**src/design/supply_status_pkg.sv**
```systemverilog
// shared constants for the supply status and trigger block
package supply_status_pkg;
    localparam int STATUS_WIDTH = 16;       // condition and event register width
    localparam int SETPOINT_WIDTH = 16;     // voltage and current code width
    localparam int ERR_WIDTH = 16;          // signed error code width
    localparam int ERR_DEPTH = 15;          // error queue capacity
    localparam int ERR_PTR_WIDTH = 4;       // queue index width
    // operation condition bit positions
    localparam int OPER_WAIT_TRIG_BIT = 5;
    localparam int OPER_CV_BIT = 8;
    localparam int OPER_CC_BIT = 10;
    localparam int OPER_PROG_RUN_BIT = 14;
    // questionable condition bit positions
    localparam int QUES_OV_BIT = 0;
    localparam int QUES_OC_BIT = 1;
    localparam int QUES_LEAD_BIT = 2;
    localparam int QUES_THERMAL_BIT = 3;
    localparam int QUES_MAINS_BIT = 4;
    localparam int QUES_FAN_BIT = 5;
    localparam int QUES_MS_BIT = 6;
    localparam int QUES_FAULT_COUNT = 7;    // bits 7..15 unused
    // status byte summary positions
    localparam int STB_QUES_BIT = 3;
    localparam int STB_OPER_BIT = 7;
    localparam int STB_WIDTH = 8;
    // error codes
    localparam logic [ERR_WIDTH-1:0] ERR_NONE = 16'h0000;          // 0, no error
    localparam logic [ERR_WIDTH-1:0] ERR_TOO_MANY = 16'hFEA2;      // -350
    // preset defaults after calibration or model change
    localparam logic [SETPOINT_WIDTH-1:0] VOLT_PRESET_MIN = 16'h0000;
    localparam logic [SETPOINT_WIDTH-1:0] CURR_PRESET_MIN = 16'h0000;
    localparam logic [STATUS_WIDTH-1:0] STATUS_ZERO = 16'h0000;
    localparam logic [ERR_PTR_WIDTH-1:0] PTR_ZERO = 4'h0;
    localparam logic [ERR_PTR_WIDTH-1:0] PTR_ONE = 4'h1;
    localparam logic [ERR_PTR_WIDTH-1:0] PTR_LAST = 4'hE;          // depth minus one
    localparam logic [ERR_PTR_WIDTH:0] COUNT_FULL = 5'h0F;
    localparam logic [ERR_PTR_WIDTH:0] COUNT_ONE = 5'h01;
    // trigger source selection
    typedef enum logic {SRC_SOFTWARE = 1'b0, SRC_HARDWARE = 1'b1} trig_src_t;
    // arm state machine, one-hot
    typedef enum logic [1:0] {ARM_IDLE = 2'b01, ARM_WAIT = 2'b10} arm_state_t;
endpackage

```
**src/design/status_event_if.sv**
```systemverilog
// condition and event signals shared between the top and the event set
`timescale 1ns/100ps
interface status_event_if;
    import supply_status_pkg::*;
    logic [STATUS_WIDTH-1:0] condition;  // live condition word
    logic [STATUS_WIDTH-1:0] enable;     // enable mask
    logic read_clear;                    // event register read pulse
    logic clear_all;                     // clear-status pulse
    logic [STATUS_WIDTH-1:0] event_bits; // latched events
    logic summary;                       // any enabled event
    modport owner (output condition, enable, read_clear, clear_all,
        input event_bits, summary);
    modport set (input condition, enable, read_clear, clear_all,
        output event_bits, summary);
endinterface

```
**src/design/status_event_set.sv**
```systemverilog
// one status set: edge-latched event register, summary gated by an enable mask
`timescale 1ns/100ps
module status_event_set
    import supply_status_pkg::*;
(
    input wire logic i_core_clk,
    input wire logic i_arst_n,
    status_event_if.set bus
);
    logic [STATUS_WIDTH-1:0] prev_condition; // condition one cycle back
    logic [STATUS_WIDTH-1:0] event_reg;      // latched events
    wire [STATUS_WIDTH-1:0] rising;          // fixed low-to-high filter
    wire clear_now;

    assign rising = bus.condition & ~prev_condition; // filter fixed, no control input
    assign clear_now = bus.read_clear | bus.clear_all;

    // history for edge detection
    always_ff @(posedge i_core_clk or negedge i_arst_n) begin
        if (!i_arst_n) begin
            prev_condition <= STATUS_ZERO;
        end else begin
            prev_condition <= bus.condition;
        end
    end

    // an edge in the clearing cycle still lands: set beats clear
    always_ff @(posedge i_core_clk or negedge i_arst_n) begin
        if (!i_arst_n) begin
            event_reg <= STATUS_ZERO;
        end else if (clear_now) begin
            event_reg <= rising;
        end else begin
            event_reg <= event_reg | rising;
        end
    end

    assign bus.event_bits = event_reg;
    assign bus.summary = |(event_reg & bus.enable);
endmodule

```
**src/design/supply_status_and_trigger.sv**
```systemverilog
// status registers, error queue and trigger unit of the supply
`timescale 1ns/100ps
module supply_status_and_trigger
    import supply_status_pkg::*;
(
    input wire logic i_core_clk,
    input wire logic i_arst_n,
    // regulation and sequencer state
    input wire logic i_cv_mode,
    input wire logic i_cc_mode,
    input wire logic i_program_running,
    // fault detectors
    input wire logic i_fault_overvoltage,
    input wire logic i_fault_overcurrent,
    input wire logic i_fault_lead,
    input wire logic i_fault_thermal,
    input wire logic i_fault_mains,
    input wire logic i_fault_fan,
    input wire logic i_fault_master_slave,
    // command interpreter side
    input wire logic i_oper_event_read,
    input wire logic i_ques_event_read,
    input wire logic i_clear_status,
    input wire logic [STATUS_WIDTH-1:0] i_oper_enable,
    input wire logic [STATUS_WIDTH-1:0] i_ques_enable,
    input wire logic i_error_push,
    input wire logic [ERR_WIDTH-1:0] i_error_code,
    input wire logic i_error_pop,
    input wire logic i_initiate,
    input wire logic i_trigger_source_select,
    input wire logic i_software_trigger,
    input wire logic i_group_execute_trigger,
    input wire logic i_voltage_trigger_preset_we,
    input wire logic i_current_trigger_preset_we,
    input wire logic [SETPOINT_WIDTH-1:0] i_preset_data,
    input wire logic i_calibrate,
    input wire logic i_model_change,
    // external trigger pin, low active
    input wire logic i_external_trigger_n,
    // readouts
    output logic [STATUS_WIDTH-1:0] o_operation_condition,
    output logic [STATUS_WIDTH-1:0] o_questionable_condition,
    output logic [STATUS_WIDTH-1:0] o_operation_event,
    output logic [STATUS_WIDTH-1:0] o_questionable_event,
    output logic [STB_WIDTH-1:0] o_status_summary,
    output logic [ERR_WIDTH-1:0] o_error_head,
    output logic o_error_queue_not_empty,
    output logic [SETPOINT_WIDTH-1:0] o_voltage_setpoint,
    output logic [SETPOINT_WIDTH-1:0] o_current_setpoint,
    output logic [SETPOINT_WIDTH-1:0] o_voltage_trigger_preset,
    output logic [SETPOINT_WIDTH-1:0] o_current_trigger_preset,
    output logic o_trigger_fired
);
    status_event_if oper_if ();  // operation set wiring
    status_event_if ques_if ();  // questionable set wiring

    // ---------------- trigger section ----------------
    logic ext_sync_a;           // first stage, only feeds ext_sync_b
    logic ext_sync_b;           // settled line level
    logic ext_prev;             // previous settled level
    arm_state_t arm_state;      // armed or idle
    arm_state_t next_arm_state;
    wire ext_fall;              // one pulse per falling edge
    wire sw_trig;               // software trigger request
    wire trig_event;            // accepted trigger from selected source
    wire fire;                  // trigger while armed
    wire preset_reset;          // presets back to minimum
    wire waiting;

    // two-flop synchroniser, reset high so the idle line is not a fall
    always_ff @(posedge i_core_clk or negedge i_arst_n) begin
        if (!i_arst_n) begin
            ext_sync_a <= 1'b1;
            ext_sync_b <= 1'b1;
            ext_prev <= 1'b1;
        end else begin
            ext_sync_a <= i_external_trigger_n;
            ext_sync_b <= ext_sync_a;
            ext_prev <= ext_sync_b;
        end
    end

    assign ext_fall = ext_prev & ~ext_sync_b; // grounded line acts once
    assign sw_trig = i_software_trigger | i_group_execute_trigger;
    // only the selected source counts; the other is ignored
    assign trig_event = (i_trigger_source_select == SRC_HARDWARE) ? ext_fall : sw_trig;
    assign waiting = (arm_state == ARM_WAIT);
    assign fire = waiting & trig_event;
    assign preset_reset = i_calibrate | i_model_change;

    // arm machine: initiate arms, trigger disarms
    always_comb begin
        next_arm_state = arm_state;
        case (arm_state)
            ARM_IDLE: begin
                if (i_initiate) begin
                    next_arm_state = ARM_WAIT;
                end
            end
            ARM_WAIT: begin
                if (fire) begin
                    next_arm_state = ARM_IDLE; // same edge as setpoint load
                end
            end
            default: begin
                next_arm_state = ARM_IDLE;
            end
        endcase
    end

    // state register
    always_ff @(posedge i_core_clk or negedge i_arst_n) begin
        if (!i_arst_n) begin
            arm_state <= ARM_IDLE;
        end else begin
            arm_state <= next_arm_state;
        end
    end

    // preset storage; reset request wins over a write in the same cycle
    always_ff @(posedge i_core_clk or negedge i_arst_n) begin
        if (!i_arst_n) begin
            o_voltage_trigger_preset <= VOLT_PRESET_MIN;
            o_current_trigger_preset <= CURR_PRESET_MIN;
        end else if (preset_reset) begin
            o_voltage_trigger_preset <= VOLT_PRESET_MIN;
            o_current_trigger_preset <= CURR_PRESET_MIN;
        end else begin
            if (i_voltage_trigger_preset_we) begin
                o_voltage_trigger_preset <= i_preset_data;
            end
            if (i_current_trigger_preset_we) begin
                o_current_trigger_preset <= i_preset_data;
            end
        end
    end

    // setpoints take the presets on an accepted trigger
    always_ff @(posedge i_core_clk or negedge i_arst_n) begin
        if (!i_arst_n) begin
            o_voltage_setpoint <= VOLT_PRESET_MIN;
            o_current_setpoint <= CURR_PRESET_MIN;
            o_trigger_fired <= 1'b0;
        end else begin
            o_trigger_fired <= fire;
            if (fire) begin
                o_voltage_setpoint <= o_voltage_trigger_preset;
                o_current_setpoint <= o_current_trigger_preset;
            end
        end
    end

    // ---------------- condition words ----------------
    logic [STATUS_WIDTH-1:0] oper_cond; // live operation word
    logic [STATUS_WIDTH-1:0] ques_cond; // live questionable word

    // unused bits fall out as zero from the default
    always_comb begin
        oper_cond = STATUS_ZERO;
        oper_cond[OPER_WAIT_TRIG_BIT] = waiting;
        oper_cond[OPER_CV_BIT] = i_cv_mode;
        oper_cond[OPER_CC_BIT] = i_cc_mode;
        oper_cond[OPER_PROG_RUN_BIT] = i_program_running;
        ques_cond = STATUS_ZERO;
        ques_cond[QUES_OV_BIT] = i_fault_overvoltage;
        ques_cond[QUES_OC_BIT] = i_fault_overcurrent;
        ques_cond[QUES_LEAD_BIT] = i_fault_lead;
        ques_cond[QUES_THERMAL_BIT] = i_fault_thermal;
        ques_cond[QUES_MAINS_BIT] = i_fault_mains;
        ques_cond[QUES_FAN_BIT] = i_fault_fan;
        ques_cond[QUES_MS_BIT] = i_fault_master_slave;
    end

    assign oper_if.condition = oper_cond;
    assign oper_if.enable = i_oper_enable;
    assign oper_if.read_clear = i_oper_event_read;
    assign oper_if.clear_all = i_clear_status;
    assign ques_if.condition = ques_cond;
    assign ques_if.enable = i_ques_enable;
    assign ques_if.read_clear = i_ques_event_read;
    assign ques_if.clear_all = i_clear_status;

    // operation set
    status_event_set u_oper_set (
        .i_core_clk (i_core_clk),
        .i_arst_n (i_arst_n),
        .bus (oper_if)
    );

    // questionable set
    status_event_set u_ques_set (
        .i_core_clk (i_core_clk),
        .i_arst_n (i_arst_n),
        .bus (ques_if)
    );

    // registered readouts; condition words follow inputs one cycle late
    always_ff @(posedge i_core_clk or negedge i_arst_n) begin
        if (!i_arst_n) begin
            o_operation_condition <= STATUS_ZERO;
            o_questionable_condition <= STATUS_ZERO;
            o_operation_event <= STATUS_ZERO;
            o_questionable_event <= STATUS_ZERO;
            o_status_summary <= '0;
        end else begin
            o_operation_condition <= oper_cond;
            o_questionable_condition <= ques_cond;
            o_operation_event <= oper_if.event_bits;
            o_questionable_event <= ques_if.event_bits;
            o_status_summary <= '0;
            o_status_summary[STB_QUES_BIT] <= ques_if.summary;
            o_status_summary[STB_OPER_BIT] <= oper_if.summary;
        end
    end

    // ---------------- error queue ----------------
    // circular buffer; full means 15 stored, the last slot may be -350
    logic [ERR_WIDTH-1:0] err_mem [ERR_DEPTH];
    logic [ERR_PTR_WIDTH-1:0] rd_ptr;
    logic [ERR_PTR_WIDTH-1:0] wr_ptr;
    logic [ERR_PTR_WIDTH:0] err_count;
    logic overflowed;           // overflow marker already written
    wire do_pop;
    wire has_room;
    wire do_store;
    wire mark_overflow;
    wire [ERR_PTR_WIDTH-1:0] last_slot;
    wire [ERR_PTR_WIDTH-1:0] rd_next;
    wire [ERR_PTR_WIDTH-1:0] wr_next;

    assign do_pop = i_error_pop & (err_count != '0);
    // last free slot is held back for the overflow marker
    // a pop in the same cycle frees a slot, so the push is not lost unmarked
    assign has_room = ((err_count + COUNT_ONE) < COUNT_FULL) | (do_pop & ~overflowed);
    assign do_store = i_error_push & has_room;
    // arrival with only the final slot left: keep old, mark overflow
    assign mark_overflow = i_error_push & ~has_room & ~overflowed & ~do_pop;
    assign rd_next = (rd_ptr == PTR_LAST) ? PTR_ZERO : rd_ptr + PTR_ONE;
    assign wr_next = (wr_ptr == PTR_LAST) ? PTR_ZERO : wr_ptr + PTR_ONE;
    assign last_slot = wr_ptr;

    // storage write
    always_ff @(posedge i_core_clk) begin
        if (do_store) begin
            err_mem[wr_ptr] <= i_error_code;
        end else if (mark_overflow) begin
            err_mem[last_slot] <= ERR_TOO_MANY;
        end
    end

    // pointers and occupancy
    always_ff @(posedge i_core_clk or negedge i_arst_n) begin
        if (!i_arst_n) begin
            rd_ptr <= PTR_ZERO;
            wr_ptr <= PTR_ZERO;
            err_count <= '0;
            overflowed <= 1'b0;
        end else begin
            if (do_pop) begin
                rd_ptr <= rd_next;
            end
            if (do_store | mark_overflow) begin
                wr_ptr <= wr_next;
            end
            err_count <= err_count + {4'h0, (do_store | mark_overflow)} - {4'h0, do_pop};
            if (mark_overflow) begin
                overflowed <= 1'b1;
            end else if (do_pop) begin
                overflowed <= 1'b0; // room again once an entry leaves
            end
        end
    end

    // head of queue shown as a register, code zero when empty
    always_ff @(posedge i_core_clk or negedge i_arst_n) begin
        if (!i_arst_n) begin
            o_error_head <= ERR_NONE;
            o_error_queue_not_empty <= 1'b0;
        end else begin
            o_error_head <= (err_count == '0) ? ERR_NONE : err_mem[rd_ptr];
            o_error_queue_not_empty <= (err_count != '0);
        end
    end
endmodule

```
**config.mk**
```make
export PLATFORM = sky130hd
export DESIGN_NAME = supply_status_and_trigger
export DESIGN_NICKNAME = d
export VERILOG_FILES = /design/src/design/supply_status_pkg.sv /design/src/design/status_event_if.sv /design/src/design/status_event_set.sv /design/src/design/supply_status_and_trigger.sv
export SDC_FILE = /design/constraint.sdc
export NUM_CORES = 1
export LEC_CHECK = 0
export ABC_AREA = 1
export BUFFER_PORTS_ARGS = -buffer_cell sky130_fd_sc_hd__buf_2
export CORE_MARGIN = 2
export CORE_UTILIZATION = 50
export CTS_CLUSTER_DIAMETER = 120
export DETAILED_ROUTE_END_ITERATION = 10
export GPL_ROUTABILITY_DRIVEN = 0
export GPL_TIMING_DRIVEN = 0
export PLACE_DENSITY = 0.72
export SYNTH_ARGS = -nofsm -noshare
export SYNTH_HDL_FRONTEND = slang
export SYNTH_SLANG_ARGS = --single-unit
```
**constraint.sdc**
```tcl
create_clock -name i_core_clk -period 3.3 [get_ports i_core_clk]
set_clock_uncertainty 0.05 [all_clocks]
set_input_delay 0.165 -clock i_core_clk [delete_from_list [all_inputs] [get_ports i_core_clk]]
set_output_delay 0.165 -clock i_core_clk [all_outputs]
set_load 0.05 [all_outputs]
```
-- After elaboration in Yosys (flattened, before gate mapping)
Memory sizes are Yosys's and may differ from the RTL's.
Index checks and enable logic that the tools add are counted.
- memories kept: 1
- bits of input ports: 90
- flip-flop bits (word level): 178
- logic and storage cells: 91
- RAM bits: 240
- memory list (name ; depth ; bits a word ; read ports ; clocked after Yosys merged registers in ; write ports ; line ; source):
    err_mem ; 15 ; 16 ; 1 ; 0 ; 1 ; supply_status_and_trigger.sv:218 ; logic [ERR_WIDTH-1:0] err_mem [ERR_DEPTH];
- equal/unequal tests: 6
- $add $sub $neg: 5
- muxes and demuxes: 21
- $lt $le $gt $ge: 1
- bitwise operators: 27
- reduce and logical (&&, ||, !) cells: 8
- operators by type and width (kind ; number):
    two-way mux 16 bit ; 8
    bitwise AND 16 bit ; 2
    bitwise OR 16 bit ; 2
    OR reduction 16 bit ; 2
    bitwise AND 15 x 16 -> 16 bit ; 1
    bitwise AND 7 x 16 -> 16 bit ; 1
    inverter 15 -> 16 bit ; 1
    inverter 7 -> 16 bit ; 1
    adder 4 x 1 -> 4 bit, second input constant ; 2
    bitwise AND 1 bit ; 8
    == test 4 bit, second input constant ; 2
    two-way mux 1 bit ; 8
    two-way mux 4 bit ; 2
    bitwise OR 1 bit ; 7
    nonzero test 2 bit ; 3
    adder 5 x 1 -> 5 bit ; 1
    adder 5 x 1 -> 5 bit, second input constant ; 1
    logical NOT 5 bit ; 1
    less-than comparator 5 x 4 -> 1 bit, second input constant ; 1
    nonzero test 5 bit ; 1
    subtractor 5 x 1 -> 5 bit ; 1
    two-way mux 2 bit ; 2
    != test 2 bit, second input constant ; 2
    inverter 1 bit ; 4
    other kinds (4) ; 4

-- Logic depth before layout (Yosys ltp)
Gate-level depths: netlist of the first run.
- word-level depth: 12
- gate-level depth with buffers: 17

-- Modules after synthesis
Synthesis of the first run repeated with hierarchy kept, for this count alone.
- cells, all modules: 1664
- area total of the unflattened synthesis: 17982.2 um^2
- by module, submodules not included (module ; times used ; cells each ; sequential area each (um^2) ; area an instance (um^2)):
    supply_status_and_trigger ; 1 ; 1428 ; 10865.4 ; 15472.3
    status_event_set ; 2 ; 118 ; 800.8 ; 1255.0

-- Worst setup path before layout of the first run
No wires, ideal clock.
- kind: register to register
- start point: register err_count[1]
- end point: register err_count[4]
- path buffers: 0
- slack: 0.755 ns
- arrival: 2.416 ns
- stages on the path, launching flop included: 18
- setup time: 0.079 ns
- cells stage by stage: dfrtp_1 -> inv_1 -> ha_1 -> nand2_1 -> nor2_4 -> nor2_4 -> nand2_1 -> nand2_1 -> nand2_4 -> nand2_8 -> nand2_1 -> nand2_1 -> ha_1 -> fa_1 -> a21oi_1 -> nor2_1 -> nor2_1 -> xor2_1
- cells in the longest elaborated chain, start to end: 11
- elaborated cells on any way between the ends: 15
- those cells by class: add/sub: 3; order compare: 1; bitwise: 10; reduce/logical: 1
- RTL lines (element ; line ; source):
    from (decl) ; supply_status_and_trigger.sv:221 ; logic [ERR_PTR_WIDTH:0] err_count;
    from (signal assigned) ; supply_status_and_trigger.sv:265 ; err_count <= err_count + {4'h0, (do_store | mark_overflow)} - {4'h0, do_pop};
    parallel branches: the longest is 10 deep, another holds adder 5 x 1 -> 5 bit ; - ;
    subtractor 5 x 1 -> 5 bit (*) ; supply_status_and_trigger.sv:265 ;
Mark *: on every way between the ends.
A chain may end at the register's enable or synchronous reset.

-- Worst setup path after layout of the first run
- start point: register err_count[2]
- end point: register err_count[4]
The elaborated chain is that of the path after synthesis.

==> qor.csv, run 1 <==
stage;metric;value;unit
yosys;Netlist cell types;36;
layout;ant diodes;0;
grt;pin count of the biggest net entering global routing;102;
yosys;proportion of synthesized area in mux cells;0;
clock_tree;CTS buffer count;41;
yosys;Post-synth EDFFs;240;
die;DIE AREA;0.0323;mm^2
timing;crit path time final;2.98;ns
worst_setup_path;start point of the critical path;err_count[2];
power_and_ir_drop;Peak VDD IR;0.620;mV
layout;final core utilization;0.623;
yosys;FFs w/ async S/R, synth;0.362;
grt;Overall Global Routing Usage;0.248;
worst_setup_path;Worst setup SP type;flop;
die;core area;0.0305;mm^2
yosys;adder-cell share of the synthesized area;0.00777;
power_and_ir_drop;Leak;8.76;nW
placement;hpwl dp;26600;um
timing;RSZ-0062 raised after global routing;no;
worst_setup_path;worst r2r path cells;17;
power_and_ir_drop;overall power;16.2;mW
drt;initial DRC count;933;
worst_setup_path;crit path to;err_count[4];
timing;Setup TNS;0;ns
yosys;Synth area leaders;edfxtp_1, dfrtp_1, nand2_1, inv_1, nand3_1;
timing;hold_ws;0.0586;ns
yosys;Cell Area, Synth;0.0154;mm^2
yosys;post-synth top area share;0.466;
worst_setup_path;Required @ worst endpoint;3.71;ns
timing;slew at the pin with the worst max-slew slack;0.994;ns
layout;Layout Area Growth over Synthesis;23.0;%
die;num rows;64;
yosys;xor/xnor share of the synthesized area;0.00283;
layout;most common cell after layout, fill and taps aside;nand2_1;
drt;Routed Antenna Nets;0;
timing;Rel. slew slack;0.337;
timing;fin crit share;0.902;
layout;# nets final;1840;
clock_tree;H-tree depth;2;
clock_tree;CTS tree;yes;
placement;Placed Instance Area;0.0173;mm^2
drt;vias per cell;5.13;
clock_tree;CTS Buffer Depth;3;
timing;Final setup viols;0;
layout;area occupied by multi-input gates;0.00375;mm^2
worst_setup_path;WS Path Type;flop to flop;
yosys;post-synthesis simple-gate area fraction;0.185;
yosys;largest family of logic cells by synthesized area;simple AND/OR/NAND/NOR gates;
layout;Non-Filler Instances;2170;
yosys;FF+latch count, synth;376;
grt;total grt overflow;0;
die;die width;180;um
clock_tree;Setup Fix Bufs, Post-CTS;0;
drt;First-pass DRT Iterations;7;
worst_setup_path;RR Startpoint;err_count[2];
yosys;complex-gate fraction of the synthesized area;0.0334;
timing;FMAX;336;MHz
layout;post-route cell area;0.0190;mm^2
grt;antenna violations before repair;0;
drt;wire per inst;18.4;um
grt;first-pass GRT wire length;62100;um
yosys;cell accounting for the most synthesized area;edfxtp_1;
placement;# port buffers;174;
timing;Final Hold Fails;0;
die;Die Y-Extent;180;um
hold_path;Worst Hold Class;primary input to asynchronous set/reset pin;
layout;area occupied by registers;0.0106;mm^2
yosys;cells after synthesis;1421;
worst_setup_path;worst path arrival time;3.39;ns
drt;drt drc;0;
placement;placed cell count;2052;
timing;Setup WS post-layout;0.322;ns
drt;drt total wl;39900;um
placement;Placement Setup Slack;-0.0210;ns
grt;vias in the first global route;10951;
die;Initial Util;0.506;
clock_tree;Clock Sinks;376;
layout;most frequent cells in the layout;nand2_1, edfxtp_1, buf_2;
worst_setup_path;worst r2r dst;err_count[4];
timing;Slew Limit Fails;0;
worst_setup_path;Worst Setup End Kind;flop;
clock_tree;Skew-Pair Late Insertion Delay;0.54;ns
yosys;sequential area share after synthesis;0.687;
layout;layout cells sized above 1;0.215;
die;io pins;244;
yosys;main flop type after synthesis;edfxtp_1;
clock_tree;Reg clk slew, reported paths;0.06;ns
worst_setup_path;worst reg-to-reg setup slack;0.32;ns
yosys;Mean Syn Cell Area;10.9;um^2
drt;Via Count;11123;
power_and_ir_drop;power density cells;850;mW/mm^2
worst_setup_path;CP max FO;9;
job;maxcap violations;0;
status;outcome;finished clean;
layout;# fillers;2316;
clock_tree;Root Driver;clkbuf_16;
yosys;synth warn;0;
-- timing repair --
item                       4_1_cts  5_1_grt
setup endpoints to repair       16        0
resized for setup                1        0
hold endpoints to repair       193        0
hold buffers                    42        0
-- cell usage after synthesis (2+ instances only) --
| master | n |
|---|---|
| o21ai_0 | 43 |
| nand3_1 | 95 |
| buf_2 | 26 |
| o22ai_1 | 12 |
| nand2_4 | 5 |
| nand2_1 | 470 |
| dfrtp_1 | 132 |
| inv_2 | 3 |
| buf_1 | 2 |
| dfstp_2 | 4 |
| nand4_1 | 30 |
| inv_1 | 154 |
| a21oi_1 | 14 |
| ha_1 | 8 |
| nor2_2 | 4 |
| o211ai_1 | 16 |
| buf_6 | 9 |
| xor2_1 | 4 |
| nand2_2 | 2 |
| nor2_4 | 3 |
| edfxtp_1 | 240 |
| a22o_1 | 2 |
| buf_4 | 54 |
| o21ai_1 | 2 |
| nor2_1 | 61 |
| or2_2 | 3 |
| clkbuf_1 | 14 |
-- final cells by class --
cell class / count / share of cell area
Inverter: 158 / 0.0313
Clock inverter: 20 / 0.0102
Multi-Input combinational cell: 829 / 0.197
Sequential cell: 376 / 0.558
Buffer: 105 / 0.0367
Clock buffer: 56 / 0.0596
Timing Repair Buffer: 230 / 0.0802
Tap cell: 396 / 0.0261
-- registers in the layout (all words and copies together) (netlist names), 5 cells and up --
| register | flops |
|---|---|
| u_ques_set.bus.event_bits | 7 |
| o_questionable_event | 7 |
| o_current_setpoint | 16 |
| o_current_trigger_preset | 16 |
| err_count | 5 |
| err_mem | 240 |
| o_voltage_setpoint | 16 |
| u_ques_set.prev_condition | 7 |
| o_voltage_trigger_preset | 16 |
| o_error_head | 16 |
-- critical path, stage by stage (launching register included) --
cell,delay [ns]
dfrtp_1,0.41
inv_1,0.11
ha_1,0.16
nand2_1,0.08
nor2_4,0.25
nor2_4,0.10
nand2_1,0.07
nand2_1,0.08
nand2_4,0.13
nand2_8,0.10
nand2_1,0.08
nand2_1,0.06
ha_1,0.21
fa_1,0.44
a21oi_1,0.17
nor2_1,0.06
nor2_1,0.13
xor2_1,0.18
-- metal layers --
layer	share of wire	up-vias	GRT usage
li1	-	5198	-
met1	0.39	5241	0.326
met2	0.48	587	0.412
met3	0.092	97	0.0454
met4	0.033	0	0.0930
met5	0	-	0
-- worst min path at each step --
stage                     cells past startpoint  slack (ns)                 start                endpoint
after global routing                          2        0.09              i_arst_n  o_current_setpoint[14]
after CTS                                     2        0.07              i_arst_n  o_voltage_setpoint[11]
after detailed placement                      1        0.05              i_arst_n   o_current_setpoint[9]
after floorplan                               0       -0.18              i_arst_n            arm_state[1]
after global placement                        1        0.23  i_external_trigger_n              ext_sync_a
final                                         2        0.06              i_arst_n  o_current_setpoint[14]
-- cells by family after synthesis --
group                    after synthesis
AND/OR/NAND/NOR                      677
flip-flops                           376
buffers and inverters                263
AO/OA/AOI/OAI                         90
adder cells (fa/ha/maj)                9
XOR/XNOR                               5
other                                  1
-- where the power goes --
part | switching (mW) | internal, mW
clock | 1.90 | 2.60
sequential | 0.253 | 5.82
combinational | 4.08 | 1.52
Power figures use the tool's default switching activity.
==> inputs of run 2 (changes only) <==
- MAX_ROUTING_LAYER: default -> met4
- clock period: 3.3 -> 3.7 ns (I/O delays scaled with it)
==> qor.csv, run 2 (synthesis gave the netlist of run 1 again) <==
stage;metric;value;unit
die;die width;180;um
drt;drt total wl;39900;um
worst_setup_path;Required @ worst endpoint;4.11;ns
die;Initial Util;0.506;
grt;pin count of the biggest net entering global routing;102;
placement;Placed Instance Area;0.0173;mm^2
layout;# nets final;1840;
timing;Final Hold Fails;0;
placement;placed cell count;2052;
drt;First-pass DRT Iterations;5;
worst_setup_path;Worst setup SP type;flop;
timing;hold_ws;0.0273;ns
drt;wire per inst;18.4;um
worst_setup_path;WS Path Type;flop to flop;
worst_setup_path;kind of cell adding the most delay to the critical path;simple AND/OR/NAND/NOR gates;
die;DIE AREA;0.0323;mm^2
layout;register with the most flip-flops;err_mem;
die;io pins;244;
power_and_ir_drop;Peak VDD IR;0.553;mV
worst_setup_path;CP dominant cell by count;nand2_1;
die;num rows;64;
worst_setup_path;crit path cell chain;inv_1 > ha_1 > nand2_1 > nor2_4 > nor2_4 > nand2_1 > nand2_1 > nand2_4 > nand2_8 > nand2_1 > nand2_1 > ha_1 > fa_1 > a21oi_1 > nor2_1 > nor2_1 > xor2_1;
worst_setup_path;CP max FO;9;
die;core area;0.0305;mm^2
grt;total grt overflow;0;
power_and_ir_drop;power density cells;758;mW/mm^2
clock_tree;H-tree depth;2;
worst_setup_path;worst reg-to-reg setup slack;0.70;ns
clock_tree;Setup Fix Bufs, Post-CTS;0;
layout;most frequent cells in the layout;nand2_1, edfxtp_1, buf_2;
worst_setup_path;Worst Setup End Kind;flop;
drt;Routed Antenna Nets;0;
hold_path;Worst Hold Class;primary input to flop;
clock_tree;CTS Buffer Depth;3;
layout;ant diodes;0;
worst_setup_path;CP max stage cell;fa_1;
timing;Slew Limit Fails;0;
placement;# port buffers;174;
power_and_ir_drop;Leak;8.76;nW
layout;layout cells sized above 1;0.215;
drt;initial DRC count;980;
worst_setup_path;Buf/Inv on CP;1;
timing;FMAX;333;MHz
timing;fin crit share;0.812;
clock_tree;CTS tree;yes;
grt;antenna violations before repair;0;
drt;vias per cell;5.15;
layout;post-route cell area;0.0190;mm^2
clock_tree;Root Driver;clkbuf_16;
die;Die Y-Extent;180;um
grt;vias in the first global route;10949;
clock_tree;CTS-repair resized insts;0;
power_and_ir_drop;overall power;14.4;mW
clock_tree;Reg clk slew, reported paths;0.06;ns
layout;Layout Area Growth over Synthesis;23.0;%
timing;crit path time final;3.00;ns
clock_tree;Skew-Pair Late Insertion Delay;0.54;ns
drt;drt drc;0;
timing;slew at the pin with the worst max-slew slack;0.970;ns
job;maxcap violations;0;
layout;Non-Filler Instances;2170;
clock_tree;Clock Sinks;376;
clock_tree;CTS buffer count;41;
layout;Largest register FFs;240;
timing;Rel. slew slack;0.353;
clock_tree;cts hold-fix bufs;42;
layout;area occupied by multi-input gates;0.00375;mm^2
status;outcome;finished clean;
grt;first-pass GRT wire length;62100;um
worst_setup_path;slowest stage delay, CP;0.44;ns
layout;area occupied by registers;0.0106;mm^2
placement;hpwl dp;26600;um
drt;Via Count;11181;
layout;# fillers;2316;
grt;Overall Global Routing Usage;0.255;
timing;Final setup viols;0;
layout;most common cell after layout, fill and taps aside;nand2_1;
timing;RSZ-0062 raised after global routing;no;
worst_setup_path;worst path arrival time;3.41;ns
[run 2: cell counts in the layout (fill, tap and decap cells not counted)]
Identical to the previous run, type by type.
[run 2: worst register-to-register path, delay by kind of cell (launching register included)]
| family | cells | cell delay, ns |
|---|---|---|
| fa+ha+maj | 3 | 0.82 |
| compound gates | 1 | 0.16 |
| xor+xnor | 1 | 0.18 |
| simple gates | 11 | 1.17 |
| flops | 1 | 0.41 |
| buf+inv | 1 | 0.12 |
[run 2: final cells by class]
class                      count  area share
tap                          396      0.0261
buffer                       105      0.0367
clock buffer                  56      0.0596
sequential                   376       0.558
clock inverter                20      0.0102
timing repair buffer         230      0.0802
multi-input combinational    829       0.197
inverter                     158      0.0313
[run 2: worst paths after layout]
path | endpoint | startpoint | cells past startpoint
max in group asynchronous | arm_state[0] | i_arst_n | 3
min reg2reg | ext_sync_b | ext_sync_a | 0
max reg2reg | err_count[4] | err_count[2] | 17
min in group asynchronous | o_current_setpoint[14] | i_arst_n | 2
min | last_slot[2] | i_error_push | 4
max | err_count[4] | err_count[2] | 17
[run 2: through the flow]
step,TNS [ns],setup WS (ns),util
after floorplan,0,1.16,-
after global placement,-0.938,-0.0601,0.557
after detailed placement,0,0.379,0.566
after CTS,0,0.387,0.623
after global routing,0,0.507,0.623
final,0,0.695,0.623
[run 2: layer usage]
metal	track usage	up-vias	wire [um]	part of all wire
met5	-	-	0	0
met4	0.0920	0	1430	0.036
met3	0.0452	105	3740	0.094
met2	0.413	601	19200	0.48
met1	0.326	5275	15600	0.39
li1	-	5200	-	-
[run 2: where the power goes]
group,internal (mW),switching (mW)
Combinational,1.36,3.64
Sequential,5.19,0.227
Clock,2.32,1.68
Total,8.86,5.55
==> inputs of run 3 (changes only) <==
- PLACE_DENSITY: 0.72 -> 0.75
- clock period: 3.7 -> 2.4 ns (I/O delays scaled with it)
==> qor.csv, run 3 (synthesis gave the netlist of run 1 again) <==
stage;metric;value;unit
status;outcome;finished with violations;
status;failing checks;negative setup slack;
hold_path;Worst Hold Class;primary input to flop;
power_and_ir_drop;Net Sw Frac;0.389;
drt;drt total wl;42900;um
grt;met1 usage;0.326;
grt;antenna violations before repair;0;
layout;ant diodes;0;
clock_tree;CTS Buffer Depth;3;
layout;most common cell after layout, fill and taps aside;nand2_1;
clock_tree;Root Driver;clkbuf_16;
die;DIE AREA;0.0323;mm^2
timing;Rel. slew slack;0.434;
power_and_ir_drop;switching power;8.98;mW
grt;total grt overflow;0;
power_and_ir_drop;Peak VDD IR;0.787;mV
timing;Final Hold Fails;0;
job;maxcap violations;0;
drt;First-pass DRT Iterations;5;
grt;first-pass GRT wire length;64300;um
drt;vias per cell;5.27;
drt;wire per inst;19.3;um
timing;fin crit share;1.15;
grt;GR Util met3;0.0470;
power_and_ir_drop;overall power;23.1;mW
grt;vias in the first global route;11459;
timing;Setup WS post-layout;-0.361;ns
die;num rows;64;
layout;Layout Area Growth over Synthesis;27.7;%
layout;most frequent cells in the layout;nand2_1, edfxtp_1, buf_2;
clock_tree;CTS buffer count;40;
grt;gr busiest metal;met2;
drt;Via Count;11671;
worst_setup_path;CP max stage cell;dfrtp_1;
power_and_ir_drop;Int Pwr;14.1;mW
power_and_ir_drop;power density cells;1170;mW/mm^2
layout;# nets final;1887;
power_and_ir_drop;combinational fraction of design power;0.380;
layout;Largest register FFs;240;
drt;initial DRC count;1168;
clock_tree;CTS tree;yes;
power_and_ir_drop;Clock Power Share;0.258;
die;io pins;244;
placement;hpwl dp;26500;um
worst_setup_path;Buf/Inv on CP;1;
timing;crit path time final;2.76;ns
die;Die Y-Extent;180;um
clock_tree;Skew-Pair Late Insertion Delay;0.54;ns
clock_tree;H-tree depth;2;
layout;post-route cell area;0.0197;mm^2
timing;Final setup viols;379;
worst_setup_path;slowest stage delay, CP;0.45;ns
worst_setup_path;WS Path Type;flop to flop;
drt;Routed Antenna Nets;0;
grt;Overall Global Routing Usage;0.265;
layout;register with the most flip-flops;err_mem;
placement;Placed Instance Area;0.0173;mm^2
timing;RSZ-0062 raised after global routing;yes;
die;Initial Util;0.506;
worst_setup_path;Required @ worst endpoint;2.80;ns
timing;slew at the pin with the worst max-slew slack;0.849;ns
worst_setup_path;Worst Setup End Kind;flop;
worst_setup_path;Worst setup SP type;flop;
timing;FMAX;362;MHz
grt;GR Util met2;0.425;
timing;hold_ws;0.0286;ns
drt;drt drc;0;
die;core area;0.0305;mm^2
worst_setup_path;worst path arrival time;3.16;ns
grt;pin count of the biggest net entering global routing;101;
die;die width;180;um
placement;# port buffers;174;
clock_tree;Clock Sinks;376;
power_and_ir_drop;part of the power in registers;0.362;
power_and_ir_drop;Leak;9.01;nW
clock_tree;Reg clk slew, reported paths;0.06;ns
worst_setup_path;CP max FO;4;
layout;layout cells sized above 1;0.247;
timing;Slew Limit Fails;0;
worst_setup_path;kind of cell adding the most delay to the critical path;simple AND/OR/NAND/NOR gates;
worst_setup_path;crit path cell chain;inv_2 > ha_4 > nand2_2 > nor2_2 > nand2_1 > nand2_2 > nand2_2 > nand2_4 > nand2_8 > nand2_4 > nand2_4 > ha_4 > fa_2 > a21oi_2 > nor2_2 > nor2_2 > xor2_1;
## run 3: cell count changes in the layout (fill, tap and decap cells not counted), moves of 9 or more
cell     delta
buf_4      +33
nor2_2     -11
nand2_1    -17
buf_8       -9
nor2_4     +15
nand2_2    +13
buf_12     +14
## run 3: cell type report
type                    count  area, um^2
clock inverters            15         114
well taps                 396         495
fillers                  2157       10800
inverters                 158         601
plain buffers             105         697
flip-flops and latches    376       10600
clock buffers              58        1150
repair buffers            278        2070
multi-input cells         829        3990
## run 3: worst reg2reg max path, delay by kind of cell (launching register included)
family,cells,cell delay (ns)
fa+ha+maj,3,0.84
flops,1,0.45
xor+xnor,1,0.17
buf+inv,1,0.10
compound gates,1,0.20
simple gates,11,0.89
## run 3: power by group through the flow
stage	clock network, mW	logic (mW)	registers (mW)
2_1_floorplan	0	4.00	9.55
3_3_place_gp	0	7.18	8.45
3_5_place_dp	0	7.51	8.46
4_1_cts	6.00	8.06	8.33
5_1_grt	6.29	9.30	8.43
6_report	5.95	8.77	8.36
## run 3: per-layer routing
| metal | vias up | part of all wire |
|---|---|---|
| met5 | - | 0 |
| met3 | 171 | 0.089 |
| li1 | 5289 | - |
| met4 | 0 | 0.052 |
| met1 | 5509 | 0.38 |
| met2 | 702 | 0.48 |
## run 3: path summary, 6_finish.rpt
| path | cells past startpoint | slack, ns | startpoint | end |
|---|---|---|---|---|
| max | 17 | -0.36 | err_count[0] | err_count[4] |
| min | 3 | 0.03 | i_error_code[1] | err_mem[3][1] |
| max reg2reg | 17 | -0.36 | err_count[0] | err_count[4] |
| min reg2reg | 0 | 0.31 | ext_sync_a | ext_sync_b |
| max in group asynchronous | 3 | 1.44 | i_arst_n | o_error_head[15] |
| min in group asynchronous | 2 | 0.04 | i_arst_n | o_operation_event[10] |
## run 3: repair_timing
action / in CTS / in global routing
endpoints found under the setup margin: 457 / 402
buffers inserted: 26 / 21
gates cloned: 0 / 2
hold buffers: 44 / 0
gates resized for setup: 34 / 39
hold endpoints to repair: 191 / 0
pin swaps: 24 / 29
## run 3: metrics by stage
step / setup WS [ns] / util / cells / setup TNS (ns)
2_1_floorplan: -0.139 / - / 1468 / -28.61
3_3_place_gp: -1.30 / 0.557 / 2038 / -351.53
3_5_place_dp: -0.934 / 0.566 / 2050 / -103.83
4_1_cts: -0.158 / 0.635 / 2193 / -0.372
5_1_grt: -0.433 / 0.647 / 2215 / -78.20
6_report: -0.361 / 0.647 / 2215 / -50.61
